==> config.mk <==
export PLATFORM = sky130hd
export DESIGN_NAME = tppa_top
export DESIGN_NICKNAME = d
export VERILOG_FILES = /design/src/rtl/tppa_pkg.sv /design/src/rtl/tppa_stream_if.sv /design/src/rtl/tppa_mem.sv /design/src/rtl/tppa_fifo.sv /design/src/rtl/tppa_top.sv
export VERILOG_INCLUDE_DIRS = /design/src /design/src/rtl
export SDC_FILE = /design/constraint.sdc
export NUM_CORES = 1
export LEC_CHECK = 0
export ABC_AREA = 1
export BUFFER_PORTS_ARGS = -buffer_cell sky130_fd_sc_hd__buf_2
export CORE_MARGIN = 2
export CORE_UTILIZATION = 45
export DETAILED_ROUTE_END_ITERATION = 6
export PLACE_DENSITY_LB_ADDON = 0.3
export SKIP_CTS_REPAIR_TIMING = 1
export SLEW_MARGIN = 15
export SYNTH_ARGS = -nofsm -noshare
export SYNTH_HDL_FRONTEND = slang
export SYNTH_SLANG_ARGS = --single-unit
==> constraint.sdc <==
create_clock -name CLK -period 2.7 [get_ports CLK]
set_clock_uncertainty 0.2 [all_clocks]
set_input_delay 0 -clock CLK [delete_from_list [all_inputs] [get_ports CLK]]
set_output_delay 0 -clock CLK [all_outputs]
set_load 0.02 [all_outputs]
==> src/rtl/tppa_consts.svh <==
`ifndef TPPA_CONSTS_SVH
`define TPPA_CONSTS_SVH
`define TPPA_IDX_CTRL 16'h19b7
`define TPPA_IDX_HIGH 16'h19bf
`define TPPA_IDX_LOW 16'h19c3
`define TPPA_IDX_STAT 16'h19c7
`define TPPA_RST_CTRL 8'h00
`define TPPA_RST_HIGH 8'h00
`define TPPA_RST_LOW 8'h00
`define TPPA_RST_PTR 10'h000
`define TPPA_B_SINGLE 0
`define TPPA_B_CONT 1
`define TPPA_B_POS 2
`define TPPA_B_NEG 3
`define TPPA_B_CHECK 4
`define TPPA_B_FORCE 5
`define TPPA_CTRL_WMASK 8'h3f
`define TPPA_CTRL_RMASK 8'h33
`define TPPA_NDF_ON 4'h9
`define TPPA_NDF_OFF 4'h6
`define TPPA_I_MASK 10'h2aa
`define TPPA_D_MASK 10'h155
`define TPPA_PTR_MAX 10'h30e
`define TPPA_GAP_FRAMES 2'h3
`define TPPA_STUFF_BYTE 8'h00
`define TPPA_FIFO_DEPTH 16
`define TPPA_RESP_OKAY 2'h0
`define TPPA_RESP_SLVERR 2'h2
`endif

==> src/rtl/tppa_pkg.sv <==
package tppa_pkg;
   typedef enum logic [2:0] {POS_PAY, POS_H1, POS_H2, POS_H3, POS_AFTER_H3} tppa_pos_t;
   typedef enum logic [2:0] {ACT_NONE, ACT_FORCE, ACT_ONE, ACT_REPEAT, ACT_NEG, ACT_POS} tppa_act_t;
   typedef enum logic [2:0] {SEL_CTRL, SEL_HIGH, SEL_LOW, SEL_STAT, SEL_NONE} tppa_sel_t;
endpackage

==> src/rtl/tppa_stream_if.sv <==
`timescale 1ns/1ps
interface tppa_stream_if #(parameter int WIDTH = 8) ();
   logic [WIDTH-1:0] data;
   logic valid;
   logic ready;
   modport src (output data, output valid, input ready);
   modport snk (input data, input valid, output ready);
endinterface

==> src/rtl/tppa_mem.sv <==
`timescale 1ns/1ps
module tppa_mem #(parameter int WIDTH = 8, parameter int DEPTH = 16, parameter int AW = 4) (
   input wire logic clk,
   input wire logic arst_n,
   input wire logic we,
   input wire logic [AW-1:0] waddr,
   input wire logic [WIDTH-1:0] wdata,
   input wire logic re,
   input wire logic [AW-1:0] raddr,
   output logic [WIDTH-1:0] rdata
);
   logic [WIDTH-1:0] store [DEPTH];

   always_ff @(posedge clk) begin
      if (we) begin
         store[waddr] <= wdata;
      end
   end

   always_ff @(posedge clk or negedge arst_n) begin
      if (!arst_n) begin
         rdata <= '0;
      end else if (re) begin
         rdata <= store[raddr];
      end
   end
endmodule

==> src/rtl/tppa_fifo.sv <==
`timescale 1ns/1ps
module tppa_fifo #(parameter int WIDTH = 8, parameter int DEPTH = 16) (
   input wire logic clk,
   input wire logic arst_n,
   tppa_stream_if.snk wr,
   tppa_stream_if.src rd
);
   localparam int AW = $clog2(DEPTH);
   logic [AW-1:0] wptr_reg;
   logic [AW-1:0] rptr_reg;
   logic [AW:0] cnt_reg;
   logic [AW:0] cnt_next;
   logic in_ready_reg;
   logic out_valid_reg;
   logic push;
   logic rd_en;
   logic [WIDTH-1:0] rdata;

   // =========================================
   // Storage
   tppa_mem #(.WIDTH(WIDTH), .DEPTH(DEPTH), .AW(AW)) u_mem (
      .clk(clk),
      .arst_n(arst_n),
      .we(push),
      .waddr(wptr_reg),
      .wdata(wr.data),
      .re(rd_en),
      .raddr(rptr_reg),
      .rdata(rdata)
   );

   assign push = wr.valid && in_ready_reg;
   assign rd_en = (cnt_reg != '0) && (!out_valid_reg || rd.ready);
   assign wr.ready = in_ready_reg;
   assign rd.valid = out_valid_reg;
   assign rd.data = rdata;

   always_comb begin
      cnt_next = cnt_reg;
      if (push && !rd_en) begin
         cnt_next = cnt_reg + 1'b1;
      end else if (!push && rd_en) begin
         cnt_next = cnt_reg - 1'b1;
      end
   end

   // =========================================
   // Pointers and level
   always_ff @(posedge clk or negedge arst_n) begin
      if (!arst_n) begin
         wptr_reg <= '0;
         rptr_reg <= '0;
         cnt_reg <= '0;
         in_ready_reg <= 1'b1;
      end else begin
         if (push) begin
            wptr_reg <= wptr_reg + 1'b1;
         end
         if (rd_en) begin
            rptr_reg <= rptr_reg + 1'b1;
         end
         cnt_reg <= cnt_next;
         in_ready_reg <= (cnt_next != (AW+1)'(DEPTH));
      end
   end

   // =========================================
   // Output stage
   always_ff @(posedge clk or negedge arst_n) begin
      if (!arst_n) begin
         out_valid_reg <= 1'b0;
      end else if (rd_en) begin
         out_valid_reg <= 1'b1;
      end else if (rd.ready) begin
         out_valid_reg <= 1'b0;
      end
   end
endmodule

==> src/rtl/tppa_top.sv <==
// The implementer's own choice: the AXI4-Lite register port.
`timescale 1ns/1ps
`include "tppa_consts.svh"
// Function
// RL1: Rising insert-negative-stuff bit carries one payload byte in the H3 slot.
// RL2: Negative stuff sends the pointer with its decrement bits inverted.
// RL3: After negative stuff the pointer drops by one and stays reduced.
// RL4: Insert-negative-stuff bit clears itself after a one is written.
// RL5: Software loads the arbitrary pointer first, then raises the single-flag bit.
// RL6: Single-flag trigger sends flag pattern 1001 in the next frame only.
// RL7: That frame carries the arbitrary ten-bit pointer in H1/H2.
// RL8: Afterwards flag returns to 0110 and the loaded pointer is kept.
// RL9: Single-flag bit clears itself after a one is written.
// RL10: Rising force bit sends arbitrary flag, SS and pointer next frame.
// RL11: Rising positive-stuff bit places one stuff byte after H3; bit self-clears.
// RL12: Positive stuff inverts increment bits, then the pointer rises by one.
// RL13: With spacing check, events wait until three event-free frames have passed.
// RL14: Each trigger is a zero-to-one change applied once at the next frame.
module tppa_top import tppa_pkg::*; (
   input wire logic CLK,
   input wire logic ARST_N,
   input wire logic [15:0] AWADDR,
   input wire logic AWVALID,
   output logic AWREADY,
   input wire logic [31:0] WDATA,
   input wire logic [3:0] WSTRB,
   input wire logic WVALID,
   output logic WREADY,
   output logic [1:0] BRESP,
   output logic BVALID,
   input wire logic BREADY,
   input wire logic [15:0] ARADDR,
   input wire logic ARVALID,
   output logic ARREADY,
   output logic [31:0] RDATA,
   output logic [1:0] RRESP,
   output logic RVALID,
   input wire logic RREADY,
   input wire logic [7:0] IN_DATA,
   input wire logic [2:0] IN_POS,
   input wire logic IN_VALID,
   output logic IN_READY,
   output logic [7:0] OUT_DATA,
   output logic [2:0] OUT_POS,
   output logic OUT_PAYLOAD,
   output logic OUT_VALID,
   input wire logic OUT_READY
);
   logic [7:0] ctrl_reg;
   logic [7:0] arb_high_reg;
   logic [7:0] arb_low_reg;
   logic [9:0] ptr_reg;
   logic aw_hold_reg;
   logic [15:0] aw_addr_reg;
   logic w_hold_reg;
   logic [7:0] w_data_reg;
   logic w_strb_reg;
   logic do_wr;
   tppa_sel_t wr_sel;
   logic wr_ctrl;
   logic trig_one;
   logic trig_neg;
   logic trig_pos;
   logic trig_force;
   logic pend_one_reg;
   logic pend_neg_reg;
   logic pend_pos_reg;
   logic pend_force_reg;
   logic [1:0] gap_reg;
   tppa_act_t act;
   tppa_act_t frame_act_reg;
   logic [7:0] h2_reg;
   logic [9:0] arb_ptr;
   logic [9:0] ptr_tx;
   logic [3:0] flag_tx;
   logic pop;
   tppa_pos_t in_pos;
   logic [7:0] in_byte;
   tppa_stream_if #(.WIDTH(11)) in_if ();
   tppa_stream_if #(.WIDTH(11)) out_if ();

   // =========================================
   // Register decode
   function automatic tppa_sel_t reg_sel(input logic [15:0] addr);
      if (addr == (`TPPA_IDX_CTRL << 2)) begin
         return SEL_CTRL;
      end else if (addr == (`TPPA_IDX_HIGH << 2)) begin
         return SEL_HIGH;
      end else if (addr == (`TPPA_IDX_LOW << 2)) begin
         return SEL_LOW;
      end else if (addr == (`TPPA_IDX_STAT << 2)) begin
         return SEL_STAT;
      end
      return SEL_NONE;
   endfunction

   // =========================================
   // Bus write channels
   assign do_wr = aw_hold_reg && w_hold_reg && !BVALID;
   assign wr_sel = reg_sel(aw_addr_reg);
   assign wr_ctrl = do_wr && (wr_sel == SEL_CTRL) && w_strb_reg;

   always_ff @(posedge CLK or negedge ARST_N) begin
      if (!ARST_N) begin
         AWREADY <= 1'b0;
         aw_hold_reg <= 1'b0;
         aw_addr_reg <= 16'h0000;
      end else begin
         AWREADY <= AWVALID && !AWREADY && !aw_hold_reg && !BVALID;
         if (AWVALID && AWREADY) begin
            aw_hold_reg <= 1'b1;
            aw_addr_reg <= AWADDR;
         end else if (do_wr) begin
            aw_hold_reg <= 1'b0;
         end
      end
   end

   always_ff @(posedge CLK or negedge ARST_N) begin
      if (!ARST_N) begin
         WREADY <= 1'b0;
         w_hold_reg <= 1'b0;
         w_data_reg <= 8'h00;
         w_strb_reg <= 1'b0;
      end else begin
         WREADY <= WVALID && !WREADY && !w_hold_reg && !BVALID;
         if (WVALID && WREADY) begin
            w_hold_reg <= 1'b1;
            w_data_reg <= WDATA[7:0];
            w_strb_reg <= WSTRB[0];
         end else if (do_wr) begin
            w_hold_reg <= 1'b0;
         end
      end
   end

   always_ff @(posedge CLK or negedge ARST_N) begin
      if (!ARST_N) begin
         BVALID <= 1'b0;
         BRESP <= `TPPA_RESP_OKAY;
      end else if (do_wr) begin
         BVALID <= 1'b1;
         BRESP <= (wr_sel == SEL_NONE) ? `TPPA_RESP_SLVERR : `TPPA_RESP_OKAY;
      end else if (BREADY) begin
         BVALID <= 1'b0;
      end
   end

   // =========================================
   // Bus read channel
   always_ff @(posedge CLK or negedge ARST_N) begin
      if (!ARST_N) begin
         ARREADY <= 1'b0;
         RVALID <= 1'b0;
         RDATA <= 32'h00000000;
         RRESP <= `TPPA_RESP_OKAY;
      end else begin
         ARREADY <= ARVALID && !ARREADY && !RVALID;
         if (ARVALID && ARREADY) begin
            RVALID <= 1'b1;
            RRESP <= `TPPA_RESP_OKAY;
            unique case (reg_sel(ARADDR))
               SEL_CTRL: RDATA <= {24'h000000, ctrl_reg & `TPPA_CTRL_RMASK};
               SEL_HIGH: RDATA <= {24'h000000, arb_high_reg};
               SEL_LOW: RDATA <= {24'h000000, arb_low_reg};
               SEL_STAT: RDATA <= {22'h0, ptr_reg};
               SEL_NONE: begin
                  RDATA <= 32'h00000000;
                  RRESP <= `TPPA_RESP_SLVERR;
               end
            endcase
         end else if (RREADY) begin
            RVALID <= 1'b0;
         end
      end
   end

   // =========================================
   // Control and arbitrary pointer registers
   always_ff @(posedge CLK or negedge ARST_N) begin
      if (!ARST_N) begin
         ctrl_reg <= `TPPA_RST_CTRL;
      end else if (wr_ctrl) begin
         ctrl_reg <= w_data_reg & `TPPA_CTRL_WMASK;
      end else begin
         ctrl_reg[`TPPA_B_NEG] <= 1'b0; // RL4
         ctrl_reg[`TPPA_B_POS] <= 1'b0; // RL11
         ctrl_reg[`TPPA_B_SINGLE] <= 1'b0; // RL9
      end
   end

   always_ff @(posedge CLK or negedge ARST_N) begin
      if (!ARST_N) begin
         arb_high_reg <= `TPPA_RST_HIGH;
         arb_low_reg <= `TPPA_RST_LOW;
      end else if (do_wr && w_strb_reg) begin
         if (wr_sel == SEL_HIGH) begin
            arb_high_reg <= w_data_reg; // RL5
         end
         if (wr_sel == SEL_LOW) begin
            arb_low_reg <= w_data_reg; // RL5
         end
      end
   end

   // =========================================
   // Trigger detection and pending requests
   assign trig_one = wr_ctrl && w_data_reg[`TPPA_B_SINGLE] && !ctrl_reg[`TPPA_B_SINGLE]; // RL14
   assign trig_neg = wr_ctrl && w_data_reg[`TPPA_B_NEG] && !ctrl_reg[`TPPA_B_NEG]; // RL14
   assign trig_pos = wr_ctrl && w_data_reg[`TPPA_B_POS] && !ctrl_reg[`TPPA_B_POS]; // RL14
   assign trig_force = wr_ctrl && w_data_reg[`TPPA_B_FORCE] && !ctrl_reg[`TPPA_B_FORCE]; // RL14

   assign pop = out_if.valid && out_if.ready;
   assign in_pos = tppa_pos_t'(out_if.data[10:8]);
   assign in_byte = out_if.data[7:0];

   // Pick the single event for this frame, spacing check first
   always_comb begin
      act = ACT_NONE;
      if (!ctrl_reg[`TPPA_B_CHECK] || gap_reg == `TPPA_GAP_FRAMES) begin // RL13
         if (pend_force_reg) begin
            act = ACT_FORCE; // RL10
         end else if (pend_one_reg) begin
            act = ACT_ONE; // RL6
         end else if (ctrl_reg[`TPPA_B_CONT]) begin
            act = ACT_REPEAT;
         end else if (pend_neg_reg) begin
            act = ACT_NEG; // RL1
         end else if (pend_pos_reg) begin
            act = ACT_POS; // RL11
         end
      end
   end

   always_ff @(posedge CLK or negedge ARST_N) begin
      if (!ARST_N) begin
         pend_one_reg <= 1'b0;
         pend_neg_reg <= 1'b0;
         pend_pos_reg <= 1'b0;
         pend_force_reg <= 1'b0;
      end else begin
         if (trig_one) begin
            pend_one_reg <= 1'b1;
         end else if (pop && in_pos == POS_H1 && act == ACT_ONE) begin
            pend_one_reg <= 1'b0;
         end
         if (trig_neg) begin
            pend_neg_reg <= 1'b1;
         end else if (pop && in_pos == POS_H1 && act == ACT_NEG) begin
            pend_neg_reg <= 1'b0;
         end
         if (trig_pos) begin
            pend_pos_reg <= 1'b1;
         end else if (pop && in_pos == POS_H1 && act == ACT_POS) begin
            pend_pos_reg <= 1'b0;
         end
         if (trig_force) begin
            pend_force_reg <= 1'b1;
         end else if (pop && in_pos == POS_H1 && act == ACT_FORCE) begin
            pend_force_reg <= 1'b0;
         end
      end
   end

   // =========================================
   // Pointer word for the current frame
   assign arb_ptr = {arb_high_reg[1:0], arb_low_reg}; // RL7

   always_comb begin
      ptr_tx = ptr_reg;
      flag_tx = `TPPA_NDF_OFF; // RL8
      unique case (act)
         ACT_NONE: ptr_tx = ptr_reg;
         ACT_FORCE: begin
            ptr_tx = arb_ptr; // RL10
            flag_tx = arb_high_reg[7:4]; // RL10
         end
         ACT_ONE, ACT_REPEAT: begin
            ptr_tx = arb_ptr; // RL7
            flag_tx = `TPPA_NDF_ON; // RL6
         end
         ACT_NEG: ptr_tx = ptr_reg ^ `TPPA_D_MASK; // RL2
         ACT_POS: ptr_tx = ptr_reg ^ `TPPA_I_MASK; // RL12
         default: ptr_tx = ptr_reg;
      endcase
   end

   always_ff @(posedge CLK or negedge ARST_N) begin
      if (!ARST_N) begin
         ptr_reg <= `TPPA_RST_PTR;
         gap_reg <= `TPPA_GAP_FRAMES;
         frame_act_reg <= ACT_NONE;
         h2_reg <= 8'h00;
      end else if (pop && in_pos == POS_H1) begin
         frame_act_reg <= act;
         h2_reg <= ptr_tx[7:0];
         gap_reg <= (act != ACT_NONE) ? 2'h0 :
                    (gap_reg == `TPPA_GAP_FRAMES) ? gap_reg : gap_reg + 2'h1; // RL13
         unique case (act)
            ACT_FORCE, ACT_ONE, ACT_REPEAT: ptr_reg <= arb_ptr; // RL8
            ACT_NEG: ptr_reg <= (ptr_reg == 10'h000) ? `TPPA_PTR_MAX : ptr_reg - 10'h001; // RL3
            ACT_POS: ptr_reg <= (ptr_reg == `TPPA_PTR_MAX) ? 10'h000 : ptr_reg + 10'h001; // RL12
            ACT_NONE: ptr_reg <= ptr_reg;
            default: ptr_reg <= ptr_reg;
         endcase
      end
   end

   // =========================================
   // Outbound byte stream
   always_ff @(posedge CLK or negedge ARST_N) begin
      if (!ARST_N) begin
         OUT_VALID <= 1'b0;
         OUT_DATA <= 8'h00;
         OUT_POS <= 3'h0;
         OUT_PAYLOAD <= 1'b0;
      end else if (pop) begin
         OUT_VALID <= 1'b1;
         OUT_POS <= out_if.data[10:8];
         OUT_DATA <= in_byte;
         OUT_PAYLOAD <= 1'b1;
         unique case (in_pos)
            POS_H1: begin
               OUT_DATA <= {flag_tx, arb_high_reg[3:2], ptr_tx[9:8]};
               OUT_PAYLOAD <= 1'b0;
            end
            POS_H2: begin
               OUT_DATA <= h2_reg;
               OUT_PAYLOAD <= 1'b0;
            end
            POS_H3: begin
               OUT_DATA <= (frame_act_reg == ACT_NEG) ? in_byte : `TPPA_STUFF_BYTE; // RL1
               OUT_PAYLOAD <= (frame_act_reg == ACT_NEG); // RL1
            end
            POS_AFTER_H3: begin
               OUT_DATA <= (frame_act_reg == ACT_POS) ? `TPPA_STUFF_BYTE : in_byte; // RL11
               OUT_PAYLOAD <= (frame_act_reg != ACT_POS); // RL11
            end
            POS_PAY: OUT_DATA <= in_byte;
            default: OUT_PAYLOAD <= 1'b0;
         endcase
      end else if (OUT_READY) begin
         OUT_VALID <= 1'b0;
      end
   end

   // =========================================
   // Input buffering
   assign in_if.data = {IN_POS, IN_DATA};
   assign in_if.valid = IN_VALID;
   assign IN_READY = in_if.ready;
   assign out_if.ready = !OUT_VALID || OUT_READY;

   tppa_fifo #(.WIDTH(11), .DEPTH(`TPPA_FIFO_DEPTH)) u_fifo (
      .clk(CLK),
      .arst_n(ARST_N),
      .wr(in_if.snk),
      .rd(out_if.src)
   );
endmodule

=== After elaboration in Yosys (flattened, before gate mapping) ===
Memories as Yosys holds them, arrays and structs flattened. A register that Yosys moved wholly into a read port is not among the register bits.
Cells that the tools add are included.

* Output and inout bits: 55
* RAM bits: 176
* Input bits: 88
* Bits in registers: 145
* Word-level logic and storage cells: 217
* Memories: 1

* Equal/unequal tests: 31
* Muxes and demuxes: 65
* $add $sub $neg: 7
* Reduce and logical (&&, ||, !) cells: 77
* Bitwise logic cells: 2

{| class="wikitable"
|+ Memory list
! memory !! depth !! bits a word !! rd ports !! clocked after memory_dff !! wr ports !! RTL line !! text
|-
| u_fifo.u_mem.store || 16 || 11 || 1 || 1 || 1 || tppa_mem.sv:12 || <nowiki>logic [WIDTH-1:0] store [DEPTH];</nowiki>
|}

{| class="wikitable"
|+ Operator list
! kind !! number
|-
| 32-bit one-hot mux with 5 select lines || 1
|-
| 16-bit by 15-bit == test with 1-bit output (second input constant) || 8
|-
| 10-bit one-hot mux with 3 select lines || 2
|-
| 3-bit two-way mux || 17
|-
| 1-bit logical AND || 34
|-
| 8-bit one-hot mux with 4 select lines || 1
|-
| 1-bit two-way mux || 31
|-
| 3-bit by 2-bit == test with 1-bit output (second input constant) || 7
|-
| 3-bit == test (second input constant) || 7
|-
| 10-bit two-way mux || 2
|-
| 2-bit nonzero test || 10
|-
| 1-bit logical NOT || 17
|-
| 8-bit two-way mux || 2
|-
| 3-bit by 1-bit == test with 1-bit output (second input constant) || 4
|-
| 10-bit by 1-bit adder with 10-bit output (second input constant) || 1
|-
| 10-bit == test (second input constant) || 1
|-
| 10-bit logical NOT || 1
|-
| 2-bit two-way mux || 5
|-
| 5-bit two-way mux || 2
|-
| 5-bit NOT || 2
|-
| 10-bit by 1-bit subtractor with 10-bit output (second input constant) || 1
|-
| 3-bit logical NOT || 3
|-
| 4-bit by 1-bit adder with 4-bit output (second input constant) || 2
|-
| 4-bit one-hot mux with 2 select lines || 1
|-
| 14 further kinds || 20
|}

=== Longest topological paths before layout ===
Gate-level depths: netlist of run 1.

* Word-level depth: 12
* Gate-level depth with buffers: 15
* Gate-level depth less buffers: 15

=== Cells and area by module ===
A second synthesis of run 1 with hierarchy kept.

* Cell total of the unflattened synthesis: 1439
* Area, all modules: 14184.9 um^2

{| class="wikitable"
|+ Modules (own cells, without submodules)
! module !! times used !! area an instance (um^2) !! cells each !! sequential area each (um^2)
|-
| tppa_mem || 1 || 7549.7 || 651 || 5560.3
|-
| tppa_top || 1 || 5739.3 || 688 || 2655.0
|-
| tppa_fifo || 1 || 895.9 || 100 || 376.6
|}

=== Worst setup path before layout of run 1 ===
No wires, ideal clock.

* Path kind: register to register
* From: reg u_fifo.in_ready_reg (netlist: u_fifo.wr.ready)
* To: mem u_fifo.u_mem.store[11][0] (enable)
* Buffers on the path: 0
* Clock period less this slack: 2.184 ns
* Data required time: 2.107 ns
* Arrival time: 1.591 ns
* Library setup time: 0.393 ns
* Stages on the path, launching flop included: 3
* Slack: 0.516 ns
* Path through: dfstp_2 -> nand2_1 -> nor3_1

* Word-level cells in the longest chain between the ends: 3

{| class="wikitable"
|+ RTL lines
! item !! RTL line !! text
|-
| start: declaration || tppa_fifo.sv:13 || <nowiki>logic in_ready_reg;</nowiki>
|-
| start signal: assignment || tppa_fifo.sv:63 || <nowiki>in_ready_reg <= (cnt_next != (AW+1)'(DEPTH));</nowiki>
|-
| 1-bit logical AND || tppa_fifo.sv:32 || <nowiki>assign push = wr.valid && in_ready_reg;</nowiki>
|-
| 1-bit two-way mux || tppa_mem.sv:15 || <nowiki>if (we) begin</nowiki>
|-
| 1-bit two-way mux (not written as such) || tppa_mem.sv:16 || <nowiki>store[waddr] <= wdata;</nowiki>
|-
| end: declaration || tppa_mem.sv:12 ||
|}

No other way between the ends.

=== Worst setup path after layout of run 1 ===
* From: in ARADDR[8]
* To: reg RDATA[5]

* Word-level cells in the longest chain between the ends: 10
* Elaborated cells on any way between the ends: 20
* Classes of those cells: 8 x eq/ne; 11 x mux; 1 x reduce/logical

{| class="wikitable"
|+ RTL lines
! item !! RTL line !! text
|-
| start: declaration || tppa_top.sv:32 || <nowiki>input wire logic [15:0] ARADDR,</nowiki>
|-
| 16-bit by 15-bit == test with 1-bit output || tppa_top.sv:91 || <nowiki>end else if (addr == (`TPPA_IDX_STAT << 2)) begin</nowiki>
|-
| 1-bit two-way mux || tppa_top.sv:91 ||
|-
| 1-bit two-way mux || tppa_top.sv:89 || <nowiki>end else if (addr == (`TPPA_IDX_LOW << 2)) begin</nowiki>
|-
| 1-bit two-way mux || tppa_top.sv:87 || <nowiki>end else if (addr == (`TPPA_IDX_HIGH << 2)) begin</nowiki>
|-
| 1-bit two-way mux || tppa_top.sv:85 || <nowiki>if (addr == (`TPPA_IDX_CTRL << 2)) begin</nowiki>
|-
| 1-bit two-way mux || tppa_top.sv:159 || <nowiki>if (ARVALID && ARREADY) begin</nowiki>
|-
| 3-bit two-way mux (*) || tppa_top.sv:94 || <nowiki>return SEL_NONE;</nowiki>
|-
| 3-bit two-way mux (*) || tppa_top.sv:159 ||
|-
| 3-bit == test (tied with other cells) || tppa_top.sv:162 || <nowiki>unique case (reg_sel(ARADDR))</nowiki>
|-
| 32-bit one-hot mux with 5 select lines (*) || tppa_top.sv:162 ||
|-
| end signal: assignment || tppa_top.sv:163 || <nowiki>SEL_CTRL: RDATA <= {24'h000000, ctrl_reg & `TPPA_CTRL_RMASK};</nowiki>
|-
| end signal: assignment || tppa_top.sv:164 || <nowiki>SEL_HIGH: RDATA <= {24'h000000, arb_high_reg};</nowiki>
|-
| end signal: assignment || tppa_top.sv:165 || <nowiki>SEL_LOW: RDATA <= {24'h000000, arb_low_reg};</nowiki>
|-
| end: declaration || tppa_top.sv:35 || <nowiki>output logic [31:0] RDATA,</nowiki>
|}

Mark *: on every way between the ends. The rest lies on a longest branch, timed or not. The select of a mux whose other input is x is not followed.
A chain may end at the register's enable or synchronous reset.

==> results of run 1 <==
-- placed cells by master (no fill, tap or decap), drive strengths merged, types with 14 or more instances in the layout --
cell type    synthesis  layout
a21oi               27      27
o211ai              36      36
nor3                14      14
edfxtp             176     176
clkbuf              27      41
buf                 49     128
mux2i               22      22
nor2               196     196
dlygate4sd3          0      60
inv                 94      95
conb                 1      24
o221ai              17      17
dfrtp              129     129
o21ai              143     143
nand2              210     210
nand3               70      70
-- critical path, cell delays in order --
cell	delay, ps
dlygate4sd3_1	540
buf_2	120
nand4_1	90
dlygate4sd3_1	570
nor2_1	520
dlygate4sd3_1	660
nand3_1	80
nand4_1	100
nand2_1	50
nand2_1	50
-- cells by family (layout without fill, tap and decap cells) --
logic type	after synthesis	in the layout
simple gates	513	513
buf+inv	170	340
fa+ha+maj	11	11
compound gates	263	263
other cells	1	24
xor+xnor	12	12
mux	33	33
flops	308	308
-- power groups by stage --
stage	logic [uW]	clock network, uW	registers [uW]
CTS	5820	4330	6590
finish	5880	4250	6600
floorplan	3980	0	6630
global placement	5670	0	6640
global route	6540	4540	6690
detailed placement	5790	0	6670
-- through the flow --
| step | cell area, um^2 | util (%) | hold WS, ps | total power [uW] |
|---|---|---|---|---|
| 2_1_floorplan | 13900 | - | -496 | 10600 |
| 3_3_place_gp | 14700 | 48.5 | -176 | 12300 |
| 3_5_place_dp | 14700 | 48.5 | -171 | 12500 |
| 4_1_cts | 15800 | 51.9 | -767 | 16700 |
| 5_1_grt | 16400 | 54.0 | 11.8 | 17800 |
| 6_report | 16400 | 54.0 | -38.4 | 16700 |
-- how the worst max path moves through the flow --
stage	startpoint	end	slack [ps]
after CTS	gap_reg[0]	ptr_reg[9]	320
after detailed placement	gap_reg[0]	h2_reg[7]	340
after global routing	gap_reg[0]	ptr_reg[5]	100
after floorplan	u_fifo.wr.ready	u_fifo.u_mem.store[11][0]	520
after global placement	gap_reg[0]	h2_reg[7]	420
final	ARADDR[8]	RDATA[5]	220
-- layout make-up --
| cell class | instances | area share (%) |
|---|---|---|
| inverters | 94 | 2.18 |
| clock buffers | 41 | 5.15 |
| flip-flops and latches | 308 | 52.5 |
| multi-input cells | 856 | 27.5 |
| clock inverters | 17 | 1.07 |
| well taps | 396 | 3.02 |
| repair buffers | 188 | 8.61 |
-- metal layers --
metal | GRT usage [%] | vias to the layer above | share of wire [%]
li1 | - | 4852 | -
met1 | 27.1 | 4907 | 43
met2 | 35.0 | 294 | 50
met3 | 2.46 | 68 | 4.7
met4 | 6.88 | 0 | 3.2
met5 | 0 | - | 0
==> metrics.md, run 1 <==
| Metric | Value |
|---|---|
| Maximum net fanout on the critical path | 10 |
| Post-layout min period | about 2500 ps |
| Synth warn | 0 |
| Nets | ~1600 |
| Synth Register Bits | slightly above 300 |
| Clock Power Share | between 20% and 30% |
| First-pass DRT Iterations | 5 |
| Worst setup EP type | flop |
| NetSw | 6310 uW |
| Placed Instances | roughly 1800 |
| DP HPWL | between 20 and 25 mm |
| Reg2Reg Capture Point | ptr_reg[9] |
| Initial Util | 45.4% |
| Setup violations, final | 0 |
| Vias in the first global route | between 9000 and 10000 |
| Power per cell area | around 1000 nW/um^2 |
| Reg power frac | approximately two fifths |
| Synth-to-layout area growth | 18.8% |
| Fin. Hold Viols | 4 |
| Worst setup SP type | primary input |
| Max Cap Viol | 0 |
| Top-count cell post-synth | nand2_1 |
| Hold Path End | RDATA[9] |
| Yosys cell types | 52 |
| Syn Area/Cell | roughly 11 um^2 |
| Slew Limit Fails | 0 |
| Initial antenna violation count | 0 |
| Row cnt | 64 |
| Clock latency on the worst-skew pair | around 570 ps |
| Syn Std Cell Area | between 10000 and 15000 um^2 |
| Leak | a little under 0.007 uW |
| 1st-iter DRT viols | 670 |
| Final Non-Filler Cells | 1900 |
| I/O Buffers | slightly above 90 |
| Area contributors post-synth | edfxtp_1, dfrtp_1, nand2_1, nor2_1, o21ai_0 |
| Worst path required time | ~3000 ps |
| CTS Root Cell | clkbuf_16 |
| Seq/Total Area, Yosys | approximately 62% |
| H-tree levels | 1 |
| Synth cell count leaders | nand2_1, nor2_1, edfxtp_1 |
| Largest net degree at the start of global routing | around 90 |
| Setup tns final | 0 ps |
| Top_reg_cell synth | edfxtp_1 |
| Peak Freq | between 400 and 500 MHz |
| Largest area contributor in the netlist | edfxtp_1 |
| Clock Path Buffers | 3 |
| Grt ovf | 0 |
| # diodes | 0 |
| Final ANT Viol Nets | 0 |
| Pre-CTS worst setup slack | approximately 340 ps |
| Setup ws final | between 200 and 250 ps |
| First-pass GRT wire length | 51.1 mm |
| Failing checks | negative hold slack |
| Ys async rst share | between 40% and 50% |
| Status | finished with violations |
| Synth Area in Compound Gates | between 10 and 15% |
| Peak VDD IR | approximately 0.75 mV |
| Drt total wl | around 34 mm |
| Switching Share | a little under two fifths |
| Die area | around 32000 um^2 |
| WL/cell | between 15 and 20 um |
| Hold Path Stages | 6 |
| Die width | around 180 um |
| CTS buffer count | 31 |
| Path depth of the worst reg2reg path | 9 |
| Number of flip-flops in the largest register | between 150 and 200 |
| Top-area cell type share of the netlist area | about two fifths |
| Post-synth EDFFs | approximately 180 |
| Worst EP arrival | approximately 2800 ps |
| P_int | about 10000 uW |
| Combinational power share | between 30% and 40% |
| Crit path kind | in2reg |
| Post-Synth XOR/XNOR Area | less than 1% |
| Largest family of logic cells by synthesized area | simple AND/OR/NAND/NOR gates |
| Die extent in y | about 180 um |
| CTS sink count | about 310 |
| Unrepaired setup endpoints after global routing | no |
| I/O Pins | roughly 140 |
| Via count | 10100 |
| Sequential Area | 8590 um^2 |
| Period utilisation layout | 92.0% |
| Slew @ Worst Pin | 779 ps |
| Area of the multi-input gates | about 4500 um^2 |
| Min-delay src | ARADDR[15] |
| Fillers | roughly 2600 |
| Gate Count Post-Synth | around 1300 |
| GP Congestion | between 0.9 and 1 |
| Fraction of layout cells with a size suffix above 1 | 15.9% |
| Final hold slack | -38.4 ps |
| Critical R2R Launch | gap_reg[0] |
| Clk pin slew, worst setup/hold paths | 60 ps |
| Post-DR vias/cell | ~5.3 |
| Adder-cell share of the synthesized area | less than 1% |
| Overall Global Routing Usage | between 20% and 30% |
| Setup slack, reg-to-reg | approximately 290 ps |
| DRC violations left | 0 |
| TritonCTS clock tree | yes |
| Slew headroom | a little under half |
| Min-delay worst type | in2reg |
| Simple-gate share of the synthesized area | between 10% and 20% |
| Post-synthesis mux area share | ~2.5% |
| Core area | 30300 um^2 |
(Power assumes the default switching activity.)
==> run 2, diff against run 1 <==
Clock period 2.7 ns to 2.6 ns, I/O delays scaled along.
==> metrics.md, run 2 (synthesis results as in run 1) <==
| Metric | Value |
|---|---|
| Status | finished with violations (unchanged) |
| Failing checks | negative hold slack (unchanged) |
| Clock Path Buffers | 3 (unchanged) |
| Slew @ Worst Pin | 755 ps (was 779 ps) |
| Peak Freq | roughly 420 MHz |
| Fraction of layout cells with a size suffix above 1 | 16.5% (was 15.9%) |
| Final hold slack | -35.1 ps (was -38.4 ps) |
| Number of flip-flops in the largest register | 176 (unchanged) |
| First-pass GRT wire length | 50.5 mm (was 51.1 mm) |
| Slew headroom | 49.7% (was 47.9%) |
| First-pass DRT Iterations | 5 (unchanged) |
| Worst setup EP type | flop (unchanged) |
| Unrepaired setup endpoints after global routing | no (unchanged) |
| Die area | 32100 um^2 (unchanged) |
| Commonest non-fill, non-tap cell in the layout | nand2_1 (unchanged) |
| Vias in the first global route | 9425 (was 9554) |
| 1st-iter DRT viols | 761 (was 670) |
| Critical path's largest stage delay | 570 ps (was 660 ps) |
| Maximum net fanout on the critical path | 7 (was 10) |
| Largest net degree at the start of global routing | 81 (was 92) |
| Slowest-stage cell, CP | dlygate4sd3_1 (unchanged) |
| CP Cell Sequence | dlygate4sd3_1, buf_2, nand4_1, dlygate4sd3_1, nor2_1, nand2_1, inv_1, nand2_1, nand3_1, o21ai_0, dlygate4sd3_1, nand2_1 (was dlygate4sd3_1, buf_2, nand4_1, dlygate4sd3_1, nor2_1, dlygate4sd3_1, nand3_1, nand4_1, nand2_1, nand2_1) |
| # diodes | 0 (unchanged) |
| Worst setup SP type | primary input (unchanged) |
| Max Cap Viol | 0 (unchanged) |
| DRC violations left | 0 (unchanged) |
| Setup violations, final | 0 (unchanged) |
| Initial antenna violation count | 0 (unchanged) |
| Min-delay worst type | in2reg (unchanged) |
| Worst path required time | 2860 ps (was 3000 ps) |
| CTS buffer count | 35 (was 31) |
| Drt total wl | 33.3 mm (was 33.7 mm) |
| Power per cell area | 1070 nW/um^2 (was 1020 nW/um^2) |
| Post-layout min period | between 2000 and 2500 ps |
| CTS sink count | 308 (unchanged) |
| Post-DR vias/cell | 5.31 (was 5.33) |
| Crit path kind | in2reg (unchanged) |
| Final ANT Viol Nets | 0 (unchanged) |
| Fin. Hold Viols | 6 (was 4) |
| Grt ovf | 0 (unchanged) |
| Slew Limit Fails | 0 (unchanged) |
| Synth-to-layout area growth | 19.0% (was 18.8%) |
| Clock latency on the worst-skew pair | 520 ps (was 570 ps) |
| Leak | 0.00674 uW (was 0.00672 uW) |
| Period utilisation layout | 92.1% |
| CTS Root Cell | clkbuf_16 (unchanged) |
| Die extent in y | 179 um (unchanged) |
| Setup tns final | 0 ps (unchanged) |
| Die width | 179 um (unchanged) |
| Nets | 1586 (was 1578) |
| I/O Pins | 143 (unchanged) |
| Pre-CTS worst setup slack | 276 ps (was 344 ps) |
| Peak VDD IR | 0.578 mV (was 0.747 mV) |
| Worst EP arrival | 2650 ps (was 2780 ps) |
| Core area | 30300 um^2 (unchanged) |
| I/O Buffers | 91 (unchanged) |
| DP HPWL | 21.7 mm (about the same) |
| Setup ws final | 205 ps (was 216 ps) |
| H-tree levels | 2 (was 1) |
| Final Non-Filler Cells | 1903 (was 1900) |
| Overall Global Routing Usage | 20.4% (was 20.5%) |
| TritonCTS clock tree | yes (unchanged) |
| GP Congestion | 0.962 (was 0.964) |
| Via count | 10100 (about the same) |
| Row cnt | 64 (unchanged) |
| Commonest cells after routing, fill and taps aside | nand2_1, nor2_1, edfxtp_1 (unchanged) |
| Placed Instances | 1792 (was 1781) |
| WL/cell | 17.5 um (was 17.8 um) |
| Clk pin slew, worst setup/hold paths | 60 ps (about the same) |
| Initial Util | 45.4% (unchanged) |
run 2: cell count changes in the layout (fill, tap and decap cells not counted), sizes merged:
cell,change
buf,+10
clkinv,-6
dlygate4sd3,-6
clkbuf,+5
bufinv,-2
inv,+2
run 2: power breakdown:
group	internal (uW)	switching (uW)
clock network	2680	1940
registers	6210	610
logic	2110	4100
run 2: final timing paths:
kind | endpoint | cells past startpoint | slack (ps) | start
worst max-delay path | RDATA[0] | 12 | 210 | ARADDR[5]
worst min-delay path | RDATA[8] | 6 | -40 | ARADDR[11]
worst max register to register | h2_reg[7] | 11 | 230 | gap_reg[0]
worst min register to register | pend_pos_reg | 1 | 230 | ctrl_reg[2]
max in group asynchronous | u_fifo.wr.ready | 4 | 970 | ARST_N
min in group asynchronous | ARREADY | 3 | 440 | ARST_N
run 2: cell type report:
class                      count  area [um^2]
timing repair buffer         192         1390
clock buffer                  46          947
tap                          396          495
inverter                      94          358
clock inverter                11          125
sequential                   308         8590
multi-input combinational    856         4500
fill                        2580        13900
run 2: through the flow:
step | total power, uW | utilization (%) | instance area [um^2]
2_1_floorplan | 11000 | - | 13900
3_5_place_dp | 13000 | 48.8 | 14800
5_1_grt | 18700 | 54.1 | 16400
3_3_place_gp | 12900 | 48.8 | 14800
6_report | 17600 | 54.1 | 16400
4_1_cts | 17600 | 52.3 | 15900
run 2: metal layers:
metal / track usage, % / up-vias / part of all wire [%]
met5: 0 / - / 0
met4: 7.49 / 0 / 3.3
met3: 3.14 / 77 / 5.0
met2: 34.8 / 311 / 50
met1: 26.3 / 4849 / 42
li1: - / 4861 / -
run 2: worst max-delay path, delay by kind of cell:
family                 cells  cell delay, ps
AO/OA/AOI/OAI              1              70
AND/OR/NAND/NOR            6             550
buffers and inverters      5            2040
